<file path="config.mk">
export PLATFORM = sky130hd
export DESIGN_NAME = olc_ctrl_status
export DESIGN_NICKNAME = d
export VERILOG_FILES = /design/src/design/olc_pkg.sv /design/src/design/olc_ctrl_status.sv
export VERILOG_INCLUDE_DIRS = /design/src /design/src/design
export SDC_FILE = /design/constraint.sdc
export NUM_CORES = 1
export LEC_CHECK = 0
export BUFFER_PORTS_ARGS = -buffer_cell sky130_fd_sc_hd__clkbuf_2
export CORE_ASPECT_RATIO = 1.4
export CORE_MARGIN = 2
export CORE_UTILIZATION = 53
export DETAILED_ROUTE_END_ITERATION = 10
export PLACE_DENSITY = 0.87
export SYNTH_ARGS = -nofsm -noshare
export SYNTH_HDL_FRONTEND = slang
export SYNTH_SLANG_ARGS = --single-unit
</file>
<file path="constraint.sdc">
create_clock -name ref_clk -period 1.98 [get_ports ref_clk]
set_clock_uncertainty 0.1 [all_clocks]
set_input_delay 0.099 -clock ref_clk [delete_from_list [all_inputs] [get_ports ref_clk]]
set_output_delay 0.099 -clock ref_clk [all_outputs]
set_load 0.03 [all_outputs]
</file>
<file path="src/design/olc_regs.svh">
`ifndef OLC_REGS_SVH
`define OLC_REGS_SVH
`define OLC_ADDR_ID 5'h00
`define OLC_ADDR_ANALOG 5'h01
`define OLC_ADDR_REMOTE 5'h02
`define OLC_ADDR_ONES 5'h03
`define OLC_ADDR_SAS 5'h04
`define OLC_ADDR_DRVS 5'h05
`define OLC_ADDR_SAM 5'h06
`define OLC_ADDR_DRVM 5'h07
`define OLC_ADDR_SAF 5'h08
`define OLC_ADDR_DRVF 5'h09
`define OLC_ADDR_SRST 5'h0a
`define OLC_ADDR_XIS 5'h0d
`define OLC_ADDR_XC0E 5'h0e
`define OLC_ADDR_XC0F 5'h0f
`define OLC_ADDR_PAGE 5'h1f
`define OLC_RST_ZERO 8'h00
`define OLC_RST_TRIGGER_VAL 8'hff
// Identity value is arbitrary
`define OLC_ID_DEFAULT 8'h5a
`define OLC_SOFT_RESET_NS 1000
`define OLC_CLK_PERIOD_NS 5
`define OLC_SOFT_RESET_CYC (`OLC_SOFT_RESET_NS / `OLC_CLK_PERIOD_NS)
`endif

</file>
<file path="src/design/olc_pkg.sv">
`default_nettype none
package olc_pkg;
  typedef struct packed {
    logic rd;
    logic wr;
    logic [4:0] addr;
    logic [7:0] wdata;
  } olc_bus_req_t;
  typedef struct packed {
    logic [7:0] analog_loop;
    logic [7:0] remote_loop;
    logic [7:0] force_ones;
  } olc_ctrl_t;
  typedef struct packed {
    logic [7:0] sa_meta;
    logic [7:0] sa_sync;
    logic [7:0] drv_meta;
    logic [7:0] drv_sync;
    logic [7:0] xis_meta;
    logic [7:0] xis_sync;
    logic [7:0] sa_stat;
    logic [7:0] drv_stat;
    logic [7:0] sa_mask;
    logic [7:0] drv_mask;
    logic [7:0] sa_flag;
    logic [7:0] drv_flag;
    logic [7:0] x0e;
    logic [7:0] x0f;
    logic [7:0] page;
    olc_ctrl_t ctrl;
    logic [7:0] rdata;
    logic irq;
    logic [7:0] rst_cnt;
    logic rst_busy;
  } olc_state_t;
endpackage : olc_pkg
`default_nettype wire

</file>
<file path="src/design/olc_ctrl_status.sv">
`timescale 1ns/1ps
`default_nettype none
`include "olc_regs.svh"

// Operation
// - Identity register returns a fixed 8-bit id and revision value.
// - Analog loopback bits enable loopback per channel, reset zero.
// - Remote loopback bits enable loopback per channel, reset zero.
// - Force-ones bits make channel transmit all ones, reset zero.
// - Signal-absent status shows per-channel loss of signal, reset zero.
// - Driver-fault status shows per-channel driver fault, reset zero.
// - Signal-absent mask bits permit that channel's interrupts, reset zero.
// - Driver-fault mask bits permit that channel's interrupts, reset zero.
// - Signal-absent flag sets on any status edge when masked in.
// - Signal-absent flags clear on status read and at reset.
// - Driver-fault flag sets on masked edge, clears on status read.
// - Any soft reset write starts 1 us reset of all registers except expanded indicator status.
// - Soft reset register keeps all-ones content regardless of writes.
module olc_ctrl_status
  import olc_pkg::*;
(
  input wire logic ref_clk,
  input wire logic nrst,
  input wire logic host_rd,
  input wire logic host_wr,
  input wire logic [4:0] host_addr,
  input wire logic [7:0] host_wdata,
  input wire logic [7:0] channel_signal_absent,
  input wire logic [7:0] channel_driver_fault,
  input wire logic [7:0] expanded_indicator_status,
  output logic [7:0] host_rdata,
  output var olc_ctrl_t line_ctrl,
  output logic irq_req,
  output logic soft_reset_busy
);

  // Registered state and its next value
  olc_state_t st;
  olc_state_t next_st;

  // Host request, driven on this clock
  olc_bus_req_t req;

  // One hit per mapped address
  logic hit_id;

  logic hit_analog;
  logic hit_remote;
  logic hit_ones;

  logic hit_sa_status;
  logic hit_drv_status;

  logic hit_sa_mask;
  logic hit_drv_mask;

  logic hit_sa_flag;
  logic hit_drv_flag;

  logic hit_soft_reset;

  logic hit_xis;
  logic hit_cfg_0e;
  logic hit_cfg_0f;
  logic hit_page;

  // Qualified strobes
  logic rd_any;
  logic wr_any;

  logic rd_sa_status;
  logic rd_drv_status;

  logic wr_analog;
  logic wr_remote;
  logic wr_ones;

  logic wr_sa_mask;
  logic wr_drv_mask;

  logic wr_soft_reset;

  logic wr_cfg_0e;
  logic wr_cfg_0f;
  logic wr_page;

  // Per-channel flag terms
  logic [7:0] sa_changed;
  logic [7:0] sa_edge_set;
  logic [7:0] sa_flag_kept;
  logic [7:0] sa_flag_new;

  logic [7:0] drv_changed;
  logic [7:0] drv_edge_set;
  logic [7:0] drv_flag_kept;
  logic [7:0] drv_flag_new;

  // Soft reset counter terms
  logic rst_last_cycle;
  logic [7:0] rst_cnt_dec;
  logic [7:0] rst_cnt_load;

  assign req = '{rd: host_rd, wr: host_wr, addr: host_addr, wdata: host_wdata};

  // Address decode
  assign hit_id = (req.addr == `OLC_ADDR_ID);

  assign hit_analog = (req.addr == `OLC_ADDR_ANALOG);
  assign hit_remote = (req.addr == `OLC_ADDR_REMOTE);
  assign hit_ones = (req.addr == `OLC_ADDR_ONES);

  assign hit_sa_status = (req.addr == `OLC_ADDR_SAS);
  assign hit_drv_status = (req.addr == `OLC_ADDR_DRVS);

  assign hit_sa_mask = (req.addr == `OLC_ADDR_SAM);
  assign hit_drv_mask = (req.addr == `OLC_ADDR_DRVM);

  assign hit_sa_flag = (req.addr == `OLC_ADDR_SAF);
  assign hit_drv_flag = (req.addr == `OLC_ADDR_DRVF);

  assign hit_soft_reset = (req.addr == `OLC_ADDR_SRST);

  assign hit_xis = (req.addr == `OLC_ADDR_XIS);
  assign hit_cfg_0e = (req.addr == `OLC_ADDR_XC0E);
  assign hit_cfg_0f = (req.addr == `OLC_ADDR_XC0F);
  assign hit_page = (req.addr == `OLC_ADDR_PAGE);

  // Strobes
  assign rd_any = req.rd;
  assign wr_any = req.wr;

  assign rd_sa_status = rd_any & hit_sa_status;
  assign rd_drv_status = rd_any & hit_drv_status;

  assign wr_analog = wr_any & hit_analog;
  assign wr_remote = wr_any & hit_remote;
  assign wr_ones = wr_any & hit_ones;

  assign wr_sa_mask = wr_any & hit_sa_mask;
  assign wr_drv_mask = wr_any & hit_drv_mask;

  assign wr_soft_reset = wr_any & hit_soft_reset;

  assign wr_cfg_0e = wr_any & hit_cfg_0e;
  assign wr_cfg_0f = wr_any & hit_cfg_0f;
  assign wr_page = wr_any & hit_page;

  // Reset cycle counter
  assign rst_last_cycle = (st.rst_cnt == 8'h00);
  assign rst_cnt_dec = st.rst_cnt - 8'h01;
  assign rst_cnt_load = 8'(`OLC_SOFT_RESET_CYC - 1);

  // Edge sets a flag when masked in; set beats a same-cycle read-clear
  for (genvar ch = 0; ch < 8; ch++) begin : g_chan
    assign sa_changed[ch] = st.sa_sync[ch] ^ st.sa_stat[ch];
    assign sa_edge_set[ch] = sa_changed[ch] & st.sa_mask[ch];
    assign sa_flag_kept[ch] = st.sa_flag[ch] & ~rd_sa_status;
    assign sa_flag_new[ch] = sa_flag_kept[ch] | sa_edge_set[ch];

    assign drv_changed[ch] = st.drv_sync[ch] ^ st.drv_stat[ch];
    assign drv_edge_set[ch] = drv_changed[ch] & st.drv_mask[ch];
    assign drv_flag_kept[ch] = st.drv_flag[ch] & ~rd_drv_status;
    assign drv_flag_new[ch] = drv_flag_kept[ch] | drv_edge_set[ch];
  end : g_chan

  always_comb begin
    next_st = st;

    // Line inputs pass two flops before anything reads them
    next_st.sa_meta = channel_signal_absent;
    next_st.sa_sync = st.sa_meta;

    next_st.drv_meta = channel_driver_fault;
    next_st.drv_sync = st.drv_meta;

    next_st.xis_meta = expanded_indicator_status;
    next_st.xis_sync = st.xis_meta;

    // Status follows the synchronised pins
    next_st.sa_stat = st.sa_sync;
    next_st.drv_stat = st.drv_sync;

    // Read data stands for one cycle, zero otherwise
    next_st.rdata = `OLC_RST_ZERO;
    if (rd_any) begin
      case (req.addr)
        `OLC_ADDR_ID: begin
          next_st.rdata = `OLC_ID_DEFAULT;
        end

        `OLC_ADDR_ANALOG: begin
          next_st.rdata = st.ctrl.analog_loop;
        end

        `OLC_ADDR_REMOTE: begin
          next_st.rdata = st.ctrl.remote_loop;
        end

        `OLC_ADDR_ONES: begin
          next_st.rdata = st.ctrl.force_ones;
        end

        `OLC_ADDR_SAS: begin
          next_st.rdata = st.sa_stat;
        end

        `OLC_ADDR_DRVS: begin
          next_st.rdata = st.drv_stat;
        end

        `OLC_ADDR_SAM: begin
          next_st.rdata = st.sa_mask;
        end

        `OLC_ADDR_DRVM: begin
          next_st.rdata = st.drv_mask;
        end

        `OLC_ADDR_SAF: begin
          next_st.rdata = st.sa_flag;
        end

        `OLC_ADDR_DRVF: begin
          next_st.rdata = st.drv_flag;
        end

        `OLC_ADDR_SRST: begin
          next_st.rdata = `OLC_RST_TRIGGER_VAL;
        end

        `OLC_ADDR_XIS: begin
          next_st.rdata = st.xis_sync;
        end

        `OLC_ADDR_XC0E: begin
          next_st.rdata = st.x0e;
        end

        `OLC_ADDR_XC0F: begin
          next_st.rdata = st.x0f;
        end

        `OLC_ADDR_PAGE: begin
          next_st.rdata = st.page;
        end

        default: begin
          next_st.rdata = `OLC_RST_ZERO;
        end
      endcase
    end

    // Flags cleared by status read, set by masked edges
    next_st.sa_flag = sa_flag_new;
    next_st.drv_flag = drv_flag_new;

    // Register writes
    if (wr_analog) begin
      next_st.ctrl.analog_loop = req.wdata;
    end

    if (wr_remote) begin
      next_st.ctrl.remote_loop = req.wdata;
    end

    if (wr_ones) begin
      next_st.ctrl.force_ones = req.wdata;
    end

    if (wr_sa_mask) begin
      next_st.sa_mask = req.wdata;
    end

    if (wr_drv_mask) begin
      next_st.drv_mask = req.wdata;
    end

    if (wr_cfg_0e) begin
      next_st.x0e = req.wdata;
    end

    if (wr_cfg_0f) begin
      next_st.x0f = req.wdata;
    end

    if (wr_page) begin
      next_st.page = req.wdata;
    end

    // Soft reset runs for the whole cycle count
    if (wr_soft_reset) begin
      next_st.rst_busy = 1'b1;
      next_st.rst_cnt = rst_cnt_load;
    end else if (st.rst_busy) begin
      if (rst_last_cycle) begin
        next_st.rst_busy = 1'b0;
      end else begin
        next_st.rst_cnt = rst_cnt_dec;
      end
    end

    // Registers held at default while the reset cycle runs
    if (next_st.rst_busy) begin
      next_st.ctrl.analog_loop = `OLC_RST_ZERO;
      next_st.ctrl.remote_loop = `OLC_RST_ZERO;
      next_st.ctrl.force_ones = `OLC_RST_ZERO;

      next_st.sa_mask = `OLC_RST_ZERO;
      next_st.drv_mask = `OLC_RST_ZERO;

      next_st.sa_flag = `OLC_RST_ZERO;
      next_st.drv_flag = `OLC_RST_ZERO;

      next_st.sa_stat = `OLC_RST_ZERO;
      next_st.drv_stat = `OLC_RST_ZERO;

      next_st.x0e = `OLC_RST_ZERO;
      next_st.x0f = `OLC_RST_ZERO;
      next_st.page = `OLC_RST_ZERO;
    end

    // Request stands while any flag is set
    next_st.irq = (|next_st.sa_flag) | (|next_st.drv_flag);
  end

  always_ff @(posedge ref_clk) begin
    if (!nrst) begin
      st <= '0;
    end else begin
      st <= next_st;
    end
  end

  // Outputs come straight from the state flops
  assign host_rdata = st.rdata;
  assign line_ctrl = st.ctrl;
  assign irq_req = st.irq;
  assign soft_reset_busy = st.rst_busy;
endmodule : olc_ctrl_status
`default_nettype wire

</file>
# Word-level counts from Yosys, hierarchy flattened
# Index checks and enable logic that the tools add are counted.
# W data, S select, Z words.
# totals
regBits	162
inputBits	41
word_cells	141
output_inout_bits	34
# classes
muxes	12
bitwise	80
n_addsub	1
eq_ne	15
reduce_logical	10
# op_table
operator	n
$pmux W8 S15	1
$mux W64	1
$mux W8	7
$and A1 B1 Y1	43
$eq A5 B4 Y1 const B	6
$eq A5 B3 Y1 const B	4
$mux W9	2
$or A1 B1 Y1	17
$reduce_or A8 Y1	2
$xor A1 B1 Y1	16
$eq A5 B2 Y1 const B	2
$logic_not A8 Y1	1
$sub A8 B1 Y8 const B	1
$reduce_and A2 Y1	3
$eq A5 B1 Y1 const B	1
$eq A5 B5 Y1 const B	1
$logic_not A5 Y1	1
$not A1 Y1	4
$reduce_or A2 Y1	2
$ne A2 B2 Y1 const B	1
$reduce_bool A2 Y1	1
$mux W1	1

# Logic depth before layout (Yosys ltp)
# logic_depth
ltp_word	8
mapped_depth	8
mapped_depth_nobuf	7

# Worst setup path before layout
# No wires, ideal clock.
# synth_path
path_type	reg2reg
startpoint	register st[1] in the netlist's numbering
endpoint	register st (netlist bit irq_req)
required_ns	1.821
path_buffers	1
path_stages_with_launch	8
arrival_time_ns	1.685
setup_slack_ns	0.136
cell_sequence	dfxtp_1 > inv_1 > ha_1 > or3b_2 > o21a_4 > nor2_4 > buf_6 > o31a_1
# synth_via
elab_chain_cells	7
elab_cells_between_ends	8
# synth_rtl
item	line_no	rtl
start, declared	olc_ctrl_status.sv:38	olc_state_t st;
start signal, assigned	olc_ctrl_status.sv:330	st <= next_st;
$logic_not A8 Y1 (*)	olc_ctrl_status.sv:149	assign rst_last_cycle = (st.rst_cnt == 8'h00);
$mux W1 (*)	olc_ctrl_status.sv:295	if (rst_last_cycle) begin
$mux W9 (*)	olc_ctrl_status.sv:294	end else if (st.rst_busy) begin
$mux W9 (*)	olc_ctrl_status.sv:291	if (wr_soft_reset) begin
$mux W64 (*)	olc_ctrl_status.sv:303	if (next_st.rst_busy) begin
$reduce_or A8 Y1	olc_ctrl_status.sv:323	next_st.irq = (|next_st.sa_flag) | (|next_st.drv_flag);
$or A1 B1 Y1 (*)	olc_ctrl_status.sv:323	
# Every way passes the cells marked *; elsewhere a longest branch is shown, timed or not. The select of a mux whose other input is x is not followed.
# A chain may end at the register's enable or synchronous reset.

# Worst setup path in the final report
# layout_path
startpoint	register st[2] in the netlist's numbering
endpoint	register st (netlist bit irq_req)
# Same word-level chain as after synthesis.

==> out/results.txt <==
Status - completed
Drt first-iter violations - 525
Pre-antenna DRT Iters - 5
Largest net degree at the start of global routing - 38
Worst reg2reg path depth - 6
Largest stage delay, worst path - 0.41 ns
Floorplan core area - 12400 um^2
DIE WIDTH - 99.7 um
Crit path max fanout - 17
CP Launch Type - register
Post-synth top area cell - dfxtp_1
PwrDens - 892 nW/um^2
RSZ-0062 raised after global routing - no
Fmax - 538 MHz
Synth area leaders - dfxtp_1, and2_1, mux2i_1, buf_4, nand3_1
Post-Place Cells - 903
Dpl hpwl - 13200 um
Antenna diodes - 0
Number of fill cells - 954
WL final - 18900 um
Initial antenna violation count - 0
Layout cell share with drive strength beyond 1 - 22.5%
Post-synth top cells - dfxtp_1, and2_1, nor2_1
WHS Endpoint - st[150]$_SDFF_PN0_
CP arrival - 2.13 ns
Reg2reg start - st[2]$_SDFFE_PN0P_
Worst-margin pin slew - 0.552 ns
Clk_lat worst skew - 0.43 ns
Worst EP required - 2.25 ns
Share of the synthesized area in the top cell type - 47.7%
Final period demand of the worst path - 1.86 ns
Via/cell ratio - 5.96
Cell row count - 48
Post-synthesis sequential area ratio - 47.7%
Async SR Flop Fraction - 0%
Setup TNS - 0 ns
Capturing point of the worst reg2reg path - irq_req$_SDFF_PN0_
Fin nets - 846
Num ports - 75
Vias - 5764
P&R area growth vs syn - 21.8%
Total power - 0.00738 W
Reg clk slew, reported paths - 0.06 ns
Port bufs - 74
GP Congestion - 1.00
Total track usage - 28.2%
Max-slew violations - 0
Drt drc - 0
Final Util - 66.6%
Antenna Nets Post-Route - 0
Chip Height - 138 um
Die footprint - 13800 um^2
R2R Setup Slk - 0.12 ns
Most common cell in the netlist - dfxtp_1
Post-Syn Nets - 749
CTS Buffer Depth - 2
Clk Tree Root Cell - clkbuf_16
Initial Util - 54.6%
Global-route wire length before repair - 29500 um
Total CTS buffers - 17
Post-CTS setup buffer count - 0
Synth warn - 0
TritonCTS clock tree - done
Critical path class - register to register
DR WL/cell - 19.5 um
Crit path launch - st[2]$_SDFFE_PN0P_
Hold Crit Start - nrst
Cell-by-cell trace of the critical path - inv_1 > ha_1 > or3b_4 > o21a_4 > nor2_4 > o31a_1
#FFs+latches synth - 162
H-tree lvl count - 4
Layout Cells excl Fill - 967
Yosys cell types - 61
MaxCap Viol Count - 0
Final worst slack - 0.120 ns
Max transition margin - 63.2%
Final cycle utilization of the critical path - 94.0%
Gate Count Post-Synth - 707
Final Hold Viols - 0
Leakage - 3.41 nW
CTS sink count - 162
Worst min path class - input pin to register
Top FF cell, synth - dfxtp_1
Gr ovfl total - 0
VDD IR max - 0.702 mV
Crit. End Element - register
Slowest stage cell on the critical path - or3b_4
Cell area after synthesis - 6790 um^2
# setup viols final - 0
Worst Hold Path Cells - 2
Pre-CTS WS - 0.0463 ns
Synth Area per Inst - 9.61 um^2
Vias in the first global route - 5553
Number of synthesized flops with an enable pin - 0
## critical path, delay by kind of cell, from the launching register on
kind / cells / cell delay (ns)
adder cells (fa/ha/maj): 1 / 0.16
AO/OA/AOI/OAI: 2 / 0.44
flip-flops: 1 / 0.34
buffers and inverters: 1 / 0.06
AND/OR/NAND/NOR: 2 / 0.69
## cell families after synthesis
family	count (synthesis)	share of synthesized area [%]
AOI/OAI and AO/OA	137	15.0
buffers and inverters	92	8.60
adders and majority gates	1	0.184
and+or+nand+nor	260	20.8
muxes	33	4.88
xor gates and xnor gates	22	2.84
DFF	162	47.7
## power by group
group	leakage [nW]	internal (W)	switching (W)
Sequential	1.32	0.00333	0.0000393
Combinational	1.77	0.000211	0.000263
Clock	0.318	0.00222	0.00131
Total	3.41	0.00576	0.00162
## timing repair
action / CTS / global route
hold buffers: 32 / 0
gates resized for setup: 0 / 4
endpoints found under the setup margin: 0 / 70
hold endpoints to repair: 60 / 0
## cell type report
class                           instances  area (um^2)  share of cell area (%)
Sequential cell                       162         3240                    39.2
Multi-Input combinational cell        453         2990                    36.1
Timing Repair Buffer                  161         1180                    14.2
Clock buffer                           21          470                    5.68
Tap cell                              150          188                    2.27
Clock inverter                         11          174                    2.10
Inverter                                9         33.8                   0.408
## flip-flops by register name (all words and copies together), names as in the netlist
register / cells
host_rdata: 8
st: 104
line_ctrl: 24
irq_req: 1
soft_reset_busy: 1
next_st: 24
## worst max path at each step
stage | end
floorplan | irq_req$_SDFF_PN0_
global placement | host_rdata[4]$_SDFF_PN0_
detailed placement | irq_req$_SDFF_PN0_
CTS | irq_req$_SDFF_PN0_
global route | irq_req$_SDFF_PN0_
finish | irq_req$_SDFF_PN0_
## placed cells by master, fill, tap and decap left out, types with 3 or more instances in the layout
cell           count
a21boi_0           6
a21oi_1           38
a221oi_1          13
a222oi_1           4
a22o_1            11
a22oi_1           25
a31oi_1            8
a32o_1             5
a32oi_1            8
and2_1            74
buf_12             6
buf_4             49
bufinv_16          4
clkbuf_16         17
clkbuf_2          74
clkbuf_8           3
dfxtp_1          162
dlygate4sd3_1     32
inv_1              8
inv_6              3
mux2i_1           32
nand2_1           54
nand3_1           41
nor2_1            56
nor3b_4            3
nor4_1             4
o21ai_0            5
o311a_1            3
o31a_1             3
xnor2_1            3
xor2_1            18
## stage by stage
| stage | cell area (um^2) | hold slack, ns |
|---|---|---|
| floorplan | 6790 | 0.126 |
| global placement | 7290 | 0.207 |
| detailed placement | 7290 | 0.208 |
| CTS | 8250 | 0.0312 |
| global route | 8280 | 0.0629 |
| finish | 8280 | 0.0273 |
## metal layers
metal | GRT usage [%] | part of all wire, % | wire length [um]
met2 | 49.7 | 50 | 9520
met1 | 31.1 | 36 | 6770
met5 | 0 | 0 | 0
met3 | 6.45 | 8.2 | 1540
met4 | 16.4 | 5.6 | 1050
No activity file was read; power rests on OpenSTA's default activity.
